--- src/logic/efp_pkg.sv ---
package efp_pkg;

  // ==========================================
  // Register offsets
  localparam logic [7:0] ADDR_OPT_NV = 8'h83;
  localparam logic [7:0] ADDR_FLAG2 = 8'hCD;
  localparam logic [7:0] ADDR_FLAG1 = 8'hCE;
  localparam logic [7:0] ADDR_FLAG0 = 8'hCF;
  localparam logic [7:0] ADDR_OPT_VOL = 8'hD3;

  // ==========================================
  // Field positions and reset values
  localparam int BIT_TX_DONE = 0;
  localparam int BIT_RX_WAIT = 1;
  localparam int BIT_PLAIN = 2;
  localparam int BIT_SEQ_DEC = 3;
  localparam int BIT_SEQ_SKIP = 4;
  localparam int BIT_JOIN = 5;
  localparam int OPT_EXPLICIT = 0;
  localparam int OPT_CMD_SEND = 1;
  localparam int OPT_HELD_RX = 2;
  localparam int OPT_CTS_STATUS = 3;
  localparam int FLAG1_W = 6;
  localparam int OPT_W = 4;
  localparam logic [7:0] FLAG_RESET = 8'h00;
  localparam logic [3:0] OPT_RESET = 4'h0;
  localparam logic [7:0] PENDING_MAX = 8'hFF;
  localparam logic [15:0] IDLE_MAX = 16'hFFFF;

  // ==========================================
  // Carriers
  typedef struct packed {
    logic rd;
    logic wr;
    logic [7:0] addr;
    logic [7:0] wdata;
  } efp_reg_req_type;

  typedef struct packed {
    logic tx_sent;
    logic tx_ack_needed;
    logic ack_rcvd;
    logic rx_plain;
    logic rx_enc_valid;
    logic [7:0] rx_seq;
    logic join_start;
    logic [7:0] lsb;
  } efp_event_type;

  typedef struct packed {
    logic send;
    logic get_header;
    logic get_data;
    logic get_both;
  } efp_cmd_type;

  typedef struct packed {
    logic [7:0] len;
  } efp_pkt_type;

endpackage

--- src/logic/efp_core.sv ---
`timescale 1ns/1ps
// Contract
// - two sticky flag bytes at CE, CF; CD reads zero
// - alert when masked flag and legacy zero
// - alert low otherwise
// - flag reads never change flags
// - flag write ANDs written value in
// - host writes only clear flags
// - transmit done, after ack if wanted
// - receive waiting follows undelivered bytes
// - plaintext flag only when accepted
// - sequence decrease flag
// - sequence skip flag
// - join flag, reserved bits zero
// - low byte event bit assignments
// - option registers, upper bits zero
// - automatic mode triggers
// - explicit mode waits for send
// - packet holds bytes at trigger
// - packets queue, mode change flushes
// - command line fall acts as send
// - held receive waits for get command
// - streamed receive paced by hold setting
// - CTS status use option
module efp_core (
  // Clock and reset
  input wire logic clk_sys,
  input wire logic arst_n,
  // Register access from command decoder
  input wire efp_pkg::efp_reg_req_type reg_req,
  output logic [7:0] reg_rdata,
  // Internal events
  input wire efp_pkg::efp_event_type events,
  input wire logic rx_bytes_pending,
  input wire logic accept_plaintext_option,
  // Masks and trigger settings held elsewhere
  input wire logic [23:0] extended_event_mask,
  input wire logic [7:0] legacy_event_mask,
  input wire logic [7:0] byte_count_trigger,
  input wire logic [15:0] data_idle_timeout,
  input wire logic [7:0] slot_room,
  input wire logic command_hold_setting,
  // Host commands and command pin
  input wire efp_pkg::efp_cmd_type cmd,
  input wire logic cmd_line_n,
  // Outgoing byte stream
  input wire logic tx_byte_valid,
  output logic tx_byte_ready,
  // Outgoing packet descriptors
  output logic pkt_valid,
  input wire logic pkt_ready,
  output efp_pkg::efp_pkt_type pkt,
  output logic tx_flush,
  // Receive side
  input wire logic rx_xfer_done,
  output logic rx_xfer_active,
  output logic rx_stream_enable,
  output logic cts_status_drive,
  output logic cts_flow_enable,
  output logic command_response_line_status_drive,
  // Status
  output logic alert_status_line,
  output logic [3:0] packet_transfer_options
);
  import efp_pkg::*;

  typedef struct packed {
    logic [7:0] flags0;
    logic [FLAG1_W-1:0] flags1;
    logic [OPT_W-1:0] opt_vol;
    logic [OPT_W-1:0] opt_nv;
    logic [7:0] rdata;
    logic alert;
    logic [7:0] prev_seq;
    logic seq_seen;
    logic [7:0] pending;
    logic [15:0] idle;
    logic send_req;
    logic cmd_s1;
    logic cmd_s2;
    logic cmd_s3;
    logic rx_active;
  } efp_state_type;

  efp_state_type st;
  efp_state_type next_st;
  logic cmd_fall;
  logic send_now;
  logic tx_done_set;
  logic seq_dec;
  logic seq_skip;
  logic [FLAG1_W-1:0] set1;
  logic explicit;
  logic auto_trig;
  logic trig;
  logic flush;
  logic byte_in;
  logic fifo_ready;
  logic get_cmd;
  logic wr_flag0;
  logic wr_flag1;
  logic wr_opt_vol;
  logic [8:0] seq_next;
  efp_pkt_type pkt_in;

  // ==========================================
  // Event decode
  assign cmd_fall = st.cmd_s3 & ~st.cmd_s2;
  assign explicit = st.opt_vol[OPT_EXPLICIT];
  // Command line fall only counts when enabled
  assign send_now = cmd.send
    | (cmd_fall & st.opt_vol[OPT_CMD_SEND]);
  // Acked sends report only on the ack
  assign tx_done_set = (events.tx_sent & ~events.tx_ack_needed)
    | events.ack_rcvd;
  assign seq_next = {1'b0, st.prev_seq} + 9'h001;
  assign seq_dec = events.rx_enc_valid & st.seq_seen
    & (events.rx_seq < st.prev_seq);
  assign seq_skip = events.rx_enc_valid & st.seq_seen
    & ({1'b0, events.rx_seq} > seq_next);
  assign set1 = {events.join_start, seq_skip, seq_dec,
    events.rx_plain & accept_plaintext_option,
    1'b0, tx_done_set};
  assign wr_flag0 = reg_req.wr & (reg_req.addr == ADDR_FLAG0);
  assign wr_flag1 = reg_req.wr & (reg_req.addr == ADDR_FLAG1);
  assign wr_opt_vol = reg_req.wr & (reg_req.addr == ADDR_OPT_VOL);

  // ==========================================
  // Transmit grouping
  assign byte_in = tx_byte_valid & tx_byte_ready;
  // Counter saturation stalls the byte source
  assign tx_byte_ready = (st.pending != PENDING_MAX) & ~flush;
  assign auto_trig = ~explicit & (
    ((st.pending >= byte_count_trigger) && (byte_count_trigger != 8'h00))
    | (st.idle > data_idle_timeout)
    | (st.pending > slot_room));
  // Explicit mode relies on the send request alone
  assign trig = (st.send_req | auto_trig) & (st.pending != 8'h00)
    & fifo_ready & ~flush;
  // Changing grouping mode discards queued data
  assign flush = wr_opt_vol
    & (reg_req.wdata[OPT_EXPLICIT] != explicit);
  assign tx_flush = flush;
  // Length frozen at the trigger instant
  assign pkt_in.len = st.pending;

  efp_pair_buf #(
    .WIDTH($bits(efp_pkt_type))
  ) u_pkt_buf (
    .clk_sys(clk_sys),
    .arst_n(arst_n),
    .flush(flush),
    .in_valid(trig),
    .in_ready(fifo_ready),
    .in_data(pkt_in),
    .out_valid(pkt_valid),
    .out_ready(pkt_ready),
    .out_data(pkt)
  );

  // ==========================================
  // Receive delivery and status pins
  assign get_cmd = cmd.get_header | cmd.get_data | cmd.get_both;
  assign rx_xfer_active = st.rx_active;
  // Hold setting only matters when streaming
  assign rx_stream_enable = ~st.opt_vol[OPT_HELD_RX]
    & ~command_hold_setting;
  assign cts_status_drive = st.opt_vol[OPT_CTS_STATUS]
    & st.rx_active;
  assign cts_flow_enable = ~cts_status_drive;
  assign command_response_line_status_drive = ~st.opt_vol[OPT_CTS_STATUS]
    & st.rx_active;
  assign alert_status_line = st.alert;
  assign reg_rdata = st.rdata;
  assign packet_transfer_options = st.opt_vol;

  // ==========================================
  // Next state
  always_comb
  begin
    next_st = st;
    // Command pin synchroniser
    next_st.cmd_s1 = cmd_line_n;
    next_st.cmd_s2 = st.cmd_s1;
    next_st.cmd_s3 = st.cmd_s2;
    // Write ANDs so unread flags survive a clear
    if (wr_flag0)
    begin
      next_st.flags0 = st.flags0 & reg_req.wdata;
    end
    if (wr_flag1)
    begin
      next_st.flags1 = st.flags1 & reg_req.wdata[FLAG1_W-1:0];
    end
    // Sets applied last so they win over a clear
    next_st.flags0 = next_st.flags0 | events.lsb;
    next_st.flags1 = next_st.flags1 | set1;
    // Receive waiting is a live level, not sticky
    next_st.flags1[BIT_RX_WAIT] = rx_bytes_pending;
    if (events.rx_enc_valid)
    begin
      next_st.prev_seq = events.rx_seq;
      next_st.seq_seen = 1'b1;
    end
    // Option registers, reserved bits dropped
    if (wr_opt_vol)
    begin
      next_st.opt_vol = reg_req.wdata[OPT_W-1:0];
    end
    if (reg_req.wr && reg_req.addr == ADDR_OPT_NV)
    begin
      next_st.opt_nv = reg_req.wdata[OPT_W-1:0];
    end
    // Read mux, unmapped and reserved read zero
    if (reg_req.rd && reg_req.addr == ADDR_FLAG0)
    begin
      next_st.rdata = st.flags0;
    end
    else if (reg_req.rd && reg_req.addr == ADDR_FLAG1)
    begin
      next_st.rdata = {2'b00, st.flags1};
    end
    else if (reg_req.rd && reg_req.addr == ADDR_OPT_VOL)
    begin
      next_st.rdata = {4'h0, st.opt_vol};
    end
    else if (reg_req.rd && reg_req.addr == ADDR_OPT_NV)
    begin
      next_st.rdata = {4'h0, st.opt_nv};
    end
    else if (reg_req.rd)
    begin
      next_st.rdata = FLAG_RESET;
    end
    // Alert from next flags keeps it in step with them
    next_st.alert = (|({next_st.flags1, next_st.flags0}
      & extended_event_mask[13:0]))
      & (legacy_event_mask == 8'h00);
    // Pending byte count and idle timer
    if (flush)
    begin
      next_st.pending = 8'h00;
      next_st.send_req = 1'b0;
    end
    else if (trig)
    begin
      next_st.pending = {7'h00, byte_in};
      next_st.send_req = send_now;
    end
    else
    begin
      next_st.pending = st.pending + {7'h00, byte_in};
      next_st.send_req = (st.send_req | send_now)
        & ((st.pending != 8'h00) | byte_in);
    end
    if (byte_in || st.pending == 8'h00)
    begin
      next_st.idle = 16'h0000;
    end
    else if (st.idle != IDLE_MAX)
    begin
      next_st.idle = st.idle + 16'h0001;
    end
    // Held packets released by a get command
    if (rx_xfer_done)
    begin
      next_st.rx_active = 1'b0;
    end
    else if (get_cmd && st.opt_vol[OPT_HELD_RX])
    begin
      next_st.rx_active = 1'b1;
    end
  end

  always_ff @(posedge clk_sys or negedge arst_n)
  begin
    if (!arst_n)
    begin
      st <= '0;
      st.opt_vol <= OPT_RESET;
      st.opt_nv <= OPT_RESET;
      st.cmd_s1 <= 1'b1;
      st.cmd_s2 <= 1'b1;
      st.cmd_s3 <= 1'b1;
    end
    else
    begin
      st <= next_st;
    end
  end
endmodule

--- src/logic/efp_pair_buf.sv ---
`timescale 1ns/1ps
// ==========================================
// Two-entry buffer, full throughput
module efp_pair_buf #(
  parameter int WIDTH = 8
) (
  // Clock and reset
  input wire logic clk_sys,
  input wire logic arst_n,
  input wire logic flush,
  // Fill side
  input wire logic in_valid,
  output logic in_ready,
  input wire logic [WIDTH-1:0] in_data,
  // Drain side
  output logic out_valid,
  input wire logic out_ready,
  output logic [WIDTH-1:0] out_data
);

  typedef struct packed {
    logic [WIDTH-1:0] d0;
    logic [WIDTH-1:0] d1;
    logic [1:0] count;
  } efp_buf_type;

  efp_buf_type st;
  efp_buf_type next_st;
  logic push;
  logic pop;

  // Head always in d0, so the output is straight from a flop
  assign in_ready = (st.count != 2'd2);
  assign out_valid = (st.count != 2'd0);
  assign out_data = st.d0;
  assign push = in_valid & in_ready;
  assign pop = out_valid & out_ready;

  always_comb
  begin
    next_st = st;
    if (pop)
    begin
      next_st.d0 = st.d1;
    end
    if (push)
    begin
      if (st.count == 2'd0 || (st.count == 2'd1 && pop))
      begin
        next_st.d0 = in_data;
      end
      else
      begin
        next_st.d1 = in_data;
      end
    end
    next_st.count = st.count + {1'b0, push} - {1'b0, pop};
    // Flush drops everything queued, incoming word too
    if (flush)
    begin
      next_st.count = 2'd0;
    end
  end

  always_ff @(posedge clk_sys or negedge arst_n)
  begin
    if (!arst_n)
    begin
      st <= '0;
    end
    else
    begin
      st <= next_st;
    end
  end

endmodule

--- config.mk ---
export PLATFORM = sky130hd
export DESIGN_NAME = efp_core
export DESIGN_NICKNAME = d
export VERILOG_FILES = /design/src/logic/efp_pkg.sv /design/src/logic/efp_core.sv /design/src/logic/efp_pair_buf.sv
export SDC_FILE = /design/constraint.sdc
export NUM_CORES = 1
export LEC_CHECK = 0
export ABC_AREA = 0
export BUFFER_PORTS_ARGS = -buffer_cell sky130_fd_sc_hd__buf_2
export CORE_MARGIN = 5
export CORE_UTILIZATION = 58
export DETAILED_ROUTE_END_ITERATION = 10
export PLACE_DENSITY = 0.85
export SLEW_MARGIN = 10
export SYNTH_ARGS = -nofsm -noshare
export SYNTH_HDL_FRONTEND = slang
export SYNTH_SLANG_ARGS = --single-unit
--- constraint.sdc ---
create_clock -name clk_sys -period 6.76 [get_ports clk_sys]
set_input_delay 0.338 -clock clk_sys [delete_from_list [all_inputs] [get_ports clk_sys]]
set_output_delay 0.338 -clock clk_sys [all_outputs]
set_load 0.01 [all_outputs]
Word level (Yosys, flattened, before mapping)
Index checks and enable logic that the tools add are counted.
{"block": "classes", "n_addsub": 5, "n_lt_le_gt_ge": 5, "eq_ne": 9, "mux": 20, "bitwise": 47, "n_reduce_logical": 21}
{"op": "two-way mux 8 bit", "n": 11}
{"op": "two-way mux 16 bit", "n": 3}
{"op": "== test 8 bit, second input constant", "n": 4}
{"op": "bitwise AND 1 bit", "n": 24}
{"op": "adder 16 x 1 -> 16 bit, second input constant", "n": 1}
{"op": "greater-than comparator 16 bit", "n": 1}
{"op": "zero test 8 bit", "n": 2}
{"op": "inequality test 16 bit, second input constant", "n": 1}
{"op": "nonzero test 8 bit", "n": 2}
{"op": "bitwise AND 14 bit", "n": 1}
{"op": "OR reduction 14 bit", "n": 1}
{"op": "adder 8 x 1 -> 9 bit, second input constant", "n": 1}
{"op": "greater-than comparator 8 x 9 -> 1 bit", "n": 1}
{"op": "NOT 1 bit", "n": 9}
{"op": "bitwise OR 1 bit", "n": 9}
{"op": "adder 8 x 1 -> 8 bit", "n": 1}
{"op": "bitwise AND 8 bit", "n": 1}
{"op": ">= comparator 8 bit", "n": 1}
{"op": "greater-than comparator 8 bit", "n": 1}
{"op": "logical AND 1 bit", "n": 8}
{"op": "< comparator 8 bit", "n": 1}
{"op": "inequality test 8 bit, second input constant", "n": 1}
{"op": "bitwise OR 8 bit", "n": 1}
{"op": "bitwise AND 6 bit", "n": 1}
{"op": "14 further kinds", "n": 20}
{"block": "word_totals", "register_bits": 87, "output_inout_bits": 29}

Depth between registers and ports, before layout
Gate-level depths: netlist of run 1.
{"block": "depth", "ltp_word": 13, "depth_mapped": 14, "ltp_nobuf": 12}

Cells and area by module
From an unflattened synthesis of run 1, not the netlist that was laid out.
{"block": "hier_totals", "hier_cells": 584, "area_unflattened_um2": 5599.1}
{"mod": "efp_core", "n_inst": 1, "cells_per_inst": 515, "area_each_um2": 4648.2}
{"mod": "efp_pair_buf", "n_inst": 1, "cells_per_inst": 69, "area_each_um2": 950.9}

Worst setup path before layout of run 1
OpenSTA, ideal clock, no wires.
{"block": "synth_timing", "kind": "reg2reg", "start": "register st[19] in the netlist's numbering", "end": "register u_pkt_buf.st[1] in the netlist's numbering", "setup_ps": 124, "arrival_ps": 2395, "required_ps": 6636, "slack_ps": 4241, "path_stages_with_launch": 12, "n_path_buf": 0, "synth_period_minus_slack_ps": 2519, "path_cell_list": "dfrtp_1 -> ha_1 -> a21oi_1 -> nand2_1 -> a221o_1 -> o31ai_1 -> o211a_2 -> o22ai_2 -> ha_1 -> xor2_1 -> xnor2_1 -> nor2_1"}
{"element": "start: declaration", "line": "efp_core.sv:85", "source": "efp_state_type st;"}
{"element": "start signal: assignment", "line": "efp_core.sv:288", "source": "st <= next_st;"}
{"element": "end signal: assignment", "line": "efp_pair_buf.sv:73", "source": "st <= next_st;"}
{"element": "end: declaration", "line": "efp_pair_buf.sv:27", "source": "efp_buf_type st;"}

Final worst setup path of run 1
{"block": "layout_timing", "start": "register st (netlist bit pkt_in[1])", "end": "register u_pkt_buf.st[2] in the netlist's numbering"}
{"block": "layout_via", "elab_chain_cells": 11}
{"element": ">= comparator 8 bit", "line": "efp_core.sv:134", "source": "((st.pending >= byte_count_trigger) && (byte_count_trigger != 8'h00))"}
{"element": "logical AND 1 bit", "line": "efp_core.sv:134"}
{"element": "bitwise OR 1 bit", "line": "efp_core.sv:135", "source": "| (st.idle > data_idle_timeout)"}
{"element": "bitwise OR 1 bit", "line": "efp_core.sv:136", "source": "| (st.pending > slot_room));"}
{"element": "bitwise AND 1 bit", "line": "efp_core.sv:133", "source": "assign auto_trig = ~explicit & ("}
{"element": "bitwise OR 1 bit", "line": "efp_core.sv:138", "source": "assign trig = (st.send_req | auto_trig) & (st.pending != 8'h00)"}
{"element": "bitwise AND 1 bit *", "line": "efp_core.sv:138"}
{"element": "bitwise AND 1 bit * (2 in a row)", "line": "efp_core.sv:139", "source": "& fifo_ready & ~flush;"}
{"element": "bitwise AND 1 bit *", "line": "efp_pair_buf.sv:36", "source": "assign push = in_valid & in_ready;"}
{"element": "AND reduction 2 bit (no source line) *"}
Mark *: on every way between the ends. The rest lies on a longest branch, timed or not.
A chain may end at the register's enable or synchronous reset.

==> results.txt, run 1 <==
Leakage Power: 3.36 nW
Die X: 108 um
F_max: 325 MHz
CP startpoint: pkt_in[1]
Worst hold start: cmd_line_n
# setup viols final: 0
CTS sink cnt: 87
Layout area overhead: 14.9%
Crit path max fanout: 10
Crit path required time: 7.00 ns
Antenna fix cells: 0
Synth Area in Simple Gates: 17.0%
Largest net degree at the start of global routing: 88
Met1 usage: 27.3%
Crit share post-route: 45.5%
FF-to-FF setup slack: 3.69 ns
Number of global-route vias before repair: 4728
Busiest grt layer: met2
GR Overflow Total: 0
Critical-path top delay cell: dfrtp_1
CTS H-Tree Depth: 3
Tmin final: 3.07 ns
Nets: 871
Setup TNS: 0 ns
Cell Count Post-Placement: 822
Fraction of registers with async set/reset: 100%
Cells along the critical path: ha_1 -> nor2b_1 -> o211ai_1 -> a21oi_1 -> a2111oi_0 -> o211a_2 -> o22a_1 -> mux2_4
Post-Syn Instances: 583
Syn_area_per_cell: 9.65 um2
Hold path cells: 1
Clock latency on the worst-skew pair: 0.35 ns
CTS Root Cell: clkbuf_8
PwrDens: 224 nW/um2
Levels on crit path: 8
Post-Synth Adder-Cell Area: 12.0%
# Post-CTS Setup Buffers: 0
Crit-path max cell delay: 0.60 ns
Initial DRC count: 171
Startpoint Class: register
Power, Total: 1.45 mW
Post-Synth XOR/XNOR Area: 4.36%
Layout Cells excl Fill: 838
Post-CTS Hold Buffers: 0
Mux cell area share after synthesis: 8.65%
Maximum vdd ir drop: 0.000142 V
WL final: 13000 um
Gpl congestion: 0.881
Hold Vio Cnt, Final: 0
Clk_skew: 0.0116 ns
Top Ports: 146
Synth cell types: 60
Resized cells post-CTS: 0
CP delay by family, top: compound AO/OA/AOI/OAI gates
Yosys top cell area share: 37.4%
Die height: 108 um
Yosys warning count: 0
First-pass GRT wire length: 21100 um
Post-synth EDFFs: 0
Vias per Instance: 5.52
Crit path arrival time: 3.31 ns
Register bit total from synthesis: 87
Met3 usage: 3.58%
Worst Path Buf+Inv: 0
Post-DP HPWL: 10200 um
RSZ-0062 raised after global routing: no
First-pass DRT Iterations: 5
Worst Path Class, Setup: reg -> reg
Tot GR Track Use: 22.2%
Hold WC Path Type: in -> reg
Seq/Total Area, Yosys: 38.8%
Synth Net Count: 754
Final Max Tran Viols: 0
Residual DRC: 0
Synthesized cell area: 5630 um2
Fraction of layout cells with a size suffix above 1: 28.1%
DR WL/cell: 15.5 um
CTS max path bufs: 2
Top FF cell, synth: dfrtp_1
TritonCTS buffer count: 9
Max_slew headroom: 27.5%
MaxCap Viol Count: 0
CTS tree: built
Die area: 11800 um2
Initial antenna violation count: 0
Largest family of logic cells by synthesized area: simple AND/OR/NAND/NOR gates
I/O Buffers: 135
Clock-pin slew on the worst setup and hold paths: 0.09 ns
Top cell type by total area after synthesis: dfrtp_1
CP Capture Type: register
Met2 usage: 40.2%
R2r startpoint: pkt_in[1]
Post-route ant nets: 0
Via count: 4624
Status: completed
Top cells by area, synth: dfrtp_1 37%, ha_1 12%, mux2_4 4.0%
Actual slew at the worst max-slew pin: 1.09 ns
Row count: 36
Starting Density: 58.6%
Synth Area in Compound Gates: 11.7%
Core footprint: 9590 um2
FF-to-FF path depth: 8
-- power by group --
group,leakage [nW],internal (mW),switching (mW)
registers,1.09,0.576,0.0538
logic,2.18,0.219,0.239
clock network,0.0968,0.173,0.190
-- cells by family after synthesis --
kind of cell | Yosys count
compound gates | 103
mux | 39
fa+ha+maj | 54
xor+xnor | 28
simple gates | 184
flops | 87
buf+inv | 88
-- synth_stat cells, types with 7 or more instances --
library cell	number
nand3_1	22
xnor2_1	13
mux2i_1	7
ha_1	54
nor3_1	12
mux2_4	15
nand2_1	58
o21ai_1	12
and3_1	8
inv_1	59
a21oi_1	26
dfrtp_1	84
nor4_1	8
nor2b_1	8
nand4_1	9
o21ai_0	24
mux2_2	17
xor2_1	15
buf_4	20
nor2_1	31
-- routing by layer --
layer  up-vias  part of all wire [%]
li1       2254                     -
met1      2245                    41
met2       105                    52
met3        20                   4.6
met4         0                   1.6
met5         -                     0
-- final cells by class --
cell class / instances / area, um2
inverters: 59 / 221
well taps: 133 / 166
fillers: 755 / 3130
flip-flops and latches: 87 / 2180
clock buffers: 10 / 128
multi-input cells: 408 / 3020
clock inverters: 6 / 68.8
repair buffers: 135 / 678
-- worst paths after layout --
path / to
worst max-delay path: u_pkt_buf.st[2]
worst min-delay path: next_st[2]
worst min register to register: next_st[1]
max in group asynchronous: st[64]
min in group asynchronous: u_pkt_buf.out_data[7]
worst max register to register: u_pkt_buf.st[2]
-- registers in the layout, indices dropped and copies added, names as in the netlist --
name and count:
st 45, u_pkt_buf.st 10, packet_transfer_options 4, u_pkt_buf.out_data 8
reg_rdata 8, rx_xfer_active 1, next_st 2, pkt_in 8
alert_status_line 1
-- worst register-to-register path: stages (launching register included) --
cell	delay, ns
dfrtp_1	0.60
ha_1	0.33
nor2b_1	0.13
o211ai_1	0.16
a21oi_1	0.10
a2111oi_0	0.48
o211a_2	0.32
o22a_1	0.51
mux2_4	0.35
-- metrics by stage --
step	hold slack (ns)	utilization [%]	cell area, um2	setup WS [ns]
2_1_floorplan	0.0424	-	5630	4.24
3_3_place_gp	0.347	65.3	6270	3.74
3_5_place_dp	0.348	65.3	6270	3.66
4_1_cts	0.0754	67.4	6460	3.75
5_1_grt	0.0723	67.4	6460	3.51
6_report	0.0919	67.4	6460	3.69
-- layout by cell type (no fill, tap or decap), types with 7 or more instances in the layout --
cell	Yosys	final
xnor2_1	13	13
dfrtp_1	84	84
nand2_1	58	58
buf_2	3	134
and3_1	8	8
clkbuf_8	0	9
a21oi_1	26	26
o21ai_1	12	12
nor2_1	31	31
xor2_1	15	15
nand3_1	22	22
nor3_1	12	12
ha_1	54	54
inv_1	59	59
mux2_2	17	17
nand4_1	9	9
mux2i_1	7	7
mux2_4	15	15
o21ai_0	24	24
nor4_1	8	8
nor2b_1	8	8
No activity file was read; power rests on OpenSTA's default activity.
==> run 2: changes to the inputs <==
Settings changed: CORE_UTILIZATION 58 to 54, PLACE_DENSITY 0.85 to 0.8.
Clock period 6.76 ns to 3 ns, I/O delays scaled along.
==> run 2 against run 1 <==
Final area rose by 2.7%; final cell count rose by 2.1%; first-iteration DRC count rose by 43%; routed wire length rose by 2.1%; maximum frequency rose by 9.5%; count of clock-buffer cells in the layout rose by 1; sequential share of layout area fell by 0.87 points; largest power group unchanged; non-clock buffer count rose by 15.
==> results.txt, run 2 (same netlist as run 1, synthesis figures left out) <==
Status: completed
Combinational share of power: 32.5%
Number of global-route vias before repair: 4885
Residual DRC: 0
Clock-pin slew on the worst setup and hold paths: 0.09 ns
Most frequent cells in the layout: 134 x buf_2, 84 x dfrtp_1, 59 x inv_1
Die area: 12600 um2
Tot GR Track Use: 21.2%
Pint: 2.30 mW
Actual slew at the worst max-slew pin: 0.601 ns
Commonest non-fill, non-tap cell in the layout: buf_2
Die height: 112 um
Post-DP Area: 6320 um2
Nets: 886
F_max: 356 MHz
WL met3: 609 um
Biggest register: st
Sw Ratio: 32.5%
Die X: 112 um
Post-route ant nets: 0
Critical-path top delay cell: dfrtp_1
Leakage Power: 3.44 nW
Via count: 4676
Crit-path max cell delay: 0.45 ns
Wire length on met2: 6840 um
Clock latency on the worst-skew pair: 0.35 ns
CTS H-Tree Depth: 3
Hold slack: 0.0136 ns
PnR worst setup slack: 0.195 ns
GR Overflow Total: 0
Setup WS pre-CTS: 0.247 ns
Net Sw Power: 1.10 mW
Resized cells post-CTS: 0
Largest registers: st x45, u_pkt_buf.st x10
Layout Cells excl Fill: 856
Met1 wire length: 5610 um
CTS tree: built
Layout area overhead: 17.9%
Finished layout cell area: 6640 um2
First-pass DRT Iterations: 5
Clk_skew: 0.00579 ns
Worst Path Buf+Inv: 1
Vias per Instance: 5.46
Crit path required time: 3.24 ns
Power, Total: 3.40 mW
Setup TNS: 0 ns
Hold Vio Cnt, Final: 0
RSZ-0062 raised after global routing: no
WL final: 13300 um
Final Max Tran Viols: 0
First-pass GRT wire length: 22100 um
Maximum vdd ir drop: 0.000323 V
CTS sink cnt: 87
Fraction of layout cells with a size suffix above 1: 28.5%
# setup viols final: 0
Gpl congestion: 0.900
Post-DP HPWL: 10300 um
Antenna fix cells: 0
Initial DRC count: 245
Tmin final: 2.81 ns
Worst Path Class, Setup: reg -> reg
# Post-CTS Setup Buffers: 0
Max_slew headroom: 59.8%
Row count: 37
Sequential Power Share: 41.4%
Largest register FFs: 45
Starting Density: 55.0%
Clock power share: 26.2%
Startpoint Class: register
Cell Count Post-Placement: 832
Crit path arrival time: 3.04 ns
CP delay by family, top: compound AO/OA/AOI/OAI gates
Crit share post-route: 93.5%
PwrDens: 513 nW/um2
MaxCap Viol Count: 0
Worst hold start: events[5]
DR WL/cell: 15.5 um
Post-CTS Hold Buffers: 6
Crit path max fanout: 8
CP startpoint: st[19]
TritonCTS buffer count: 9
Cells along the critical path: ha_1 -> a21oi_1 -> nand2_1 -> a221o_1 -> o31ai_1 -> o211a_2 -> o22a_1 -> buf_4 -> mux2_4
Top Ports: 146
Layout Utilization: 64.9%
Core footprint: 10200 um2
Largest net degree at the start of global routing: 88
CP Capture Type: register
Initial antenna violation count: 0
CTS Root Cell: clkbuf_8
Top routing layer used: met4
Hold WC Path Type: in -> reg
CTS max path bufs: 2
I/O Buffers: 135
R2r startpoint: st[19]
run 2: layer usage:
metal / track usage, % / up-vias
li1: - / 2280
met1: 25.8 / 2234
met2: 37.8 / 137
met3: 4.80 / 25
met4: 6.01 / 0
met5: 0 / -
run 2: area by class of cell:
cell class / instances / area, um2
timing repair buffer: 150 / 828
sequential: 87 / 2180
inverter: 59 / 221
fill: 855 / 3600
tap: 136 / 170
clock inverter: 5 / 82.6
clock buffer: 11 / 131
multi-input combinational: 408 / 3020
run 2: worst reg2reg max path: cells and delay by family (launching register included):
family          cells  cell delay, ns
compound gates      5            1.33
fa+ha+maj           1            0.34
buf+inv             1            0.20
flops               1            0.45
mux                 1            0.32
simple gates        1            0.06
run 2: worst paths after layout:
| kind | to | slack [ns] | cells past startpoint |
|---|---|---|---|
| max | u_pkt_buf.st[3] | 0.19 | 9 |
| min | st[66] | 0.01 | 3 |
| max reg2reg | u_pkt_buf.st[3] | 0.19 | 9 |
| min reg2reg | next_st[1] | 0.36 | 0 |
| max in group asynchronous | st[1] | 2.02 | 3 |
| min in group asynchronous | u_pkt_buf.st[9] | 0.31 | 2 |
run 2: power groups by stage:
stage          logic (mW)  registers, mW  clock network, mW
2_1_floorplan       0.793           1.40                  0
6_report             1.10           1.41              0.890
4_1_cts              1.10           1.40              0.909
5_1_grt              1.23           1.42              0.958
3_5_place_dp         1.08           1.43                  0
3_3_place_gp         1.03           1.42                  0
==> run 3: changes to the inputs <==
Settings changed: HOLD_SLACK_MARGIN from default to 0.06.
==> run 3 against run 2 <==
Global-route usage is 0.83 points higher; non-clock buffer count grew 17; final cell count increased by 2.0%; largest power group unchanged; first-iteration DRC count up 18%.
==> results.txt, run 3 (same netlist as run 1, synthesis figures left out) <==
Post-route ant nets: 0
Maximum vdd ir drop: 0.000371 V
CTS tree: built
Hold Vio Cnt, Final: 0
# setup viols final: 0
Largest net degree at the start of global routing: 88
Setup TNS: 0 ns
Tmin final: 2.79 ns
Die area: 12600 um2
Starting Density: 55.0%
Multi-input gate area: 3020 um2
Vias per Instance: 5.38
DR WL/cell: 15.6 um
Status: completed
Largest registers: st x45, u_pkt_buf.st x10
Clock latency on the worst-skew pair: 0.35 ns
Tot GR Track Use: 22.0%
CTS H-Tree Depth: 3
Die X: 112 um
R2r startpoint: st[19]
WL final: 13700 um
First-pass GRT wire length: 22900 um
Hold path cells: 3
Storage cell area: 2180 um2
Finished layout cell area: 6790 um2
Clk_skew: 0.00617 ns
Power, Total: 3.41 mW
Via count: 4701
PwrDens: 503 nW/um2
I/O Buffers: 135
FF-to-FF path depth: 9
Row count: 37
Commonest non-fill, non-tap cell in the layout: buf_2
F_max: 359 MHz
CTS sink cnt: 87
Hold WC Path Type: in -> reg
CTS Root Cell: clkbuf_8
Leakage Power: 3.50 nW
Initial DRC count: 290
Gpl congestion: 0.900
Fillcell total: 821
Largest register FFs: 45
Nets: 903
Core footprint: 10200 um2
Post-DP Area: 6320 um2
Die height: 112 um
GR Overflow Total: 0
Max_slew headroom: 46.9%
Most frequent cells in the layout: 134 x buf_2, 84 x dfrtp_1, 59 x inv_1
Crit path required time: 3.24 ns
Fraction of layout cells with a size suffix above 1: 27.7%
Top Ports: 146
Layout area overhead: 20.7%
First-pass DRT Iterations: 4
Final Max Tran Viols: 0
Crit share post-route: 92.9%
Clock-pin slew on the worst setup and hold paths: 0.09 ns
Cell Count Post-Placement: 832
TritonCTS buffer count: 9
MaxCap Viol Count: 0
RSZ-0062 raised after global routing: no
Worst Path Class, Setup: reg -> reg
Hold slack: 0.0720 ns
Startpoint Class: register
CP startpoint: st[19]
Biggest register: st
Crit path arrival time: 3.03 ns
Residual DRC: 0
Layout Cells excl Fill: 873
CP Capture Type: register
Actual slew at the worst max-slew pin: 0.797 ns
Initial antenna violation count: 0
Post-DP HPWL: 10300 um
Number of global-route vias before repair: 4966
Antenna fix cells: 0
Crit path max fanout: 8
CTS max path bufs: 2
Worst hold start: events[11]
## run 3: metrics by stage
stage               util [%]  setup slack, ns
detailed placement      61.8            0.247
global route            66.4          0.00792
floorplan                  -            0.481
global placement        61.8            0.318
finish                  66.4            0.212
CTS                     66.3            0.218
## run 3: layer usage
metal | vias up | wire length, um | track usage [%]
met5 | - | 0 | 0
met4 | 0 | 239 | 5.93
met3 | 26 | 644 | 4.91
met2 | 125 | 7180 | 40.3
met1 | 2242 | 5590 | 26.1
li1 | 2308 | - | -
## run 3: area by class of cell
cell class                 count  area share [%]
multi-input combinational    408            44.5
sequential                    87            32.1
timing repair buffer         167            14.5
inverter                      59            3.26
tap                          136            2.51
clock buffer                  11            1.93
clock inverter                 5            1.22
## run 3: final timing paths
kind,to,slack [ns]
worst max-delay path,u_pkt_buf.st[3],0.21
worst min-delay path,st[32],0.07
worst max register to register,u_pkt_buf.st[3],0.21
worst min register to register,next_st[1],0.36
max in group asynchronous,st[63],2.03
min in group asynchronous,u_pkt_buf.st[9],0.39
## run 3: what timing repair did
item / in CTS / in global routing
hold buffers: 25 / 0
buffers inserted: 0 / 0
resized for setup: 0 / 0
hold endpoints to repair: 101 / 0
setup endpoints to repair: 0 / 0
## run 3: critical path, cell delays in order, from the launching register on
cell	delay [ns]
dfrtp_1	0.45
ha_1	0.33
a21oi_1	0.15
nand2_1	0.06
a221o_1	0.35
o31ai_1	0.33
o211a_2	0.33
o22a_1	0.16
buf_4	0.20
mux2_4	0.31
## run 3: power by group
part	switching (mW)	leakage [nW]	internal, mW
Clock	0.422	0.0958	0.470
Sequential	0.109	1.09	1.30
Combinational	0.574	2.31	0.540
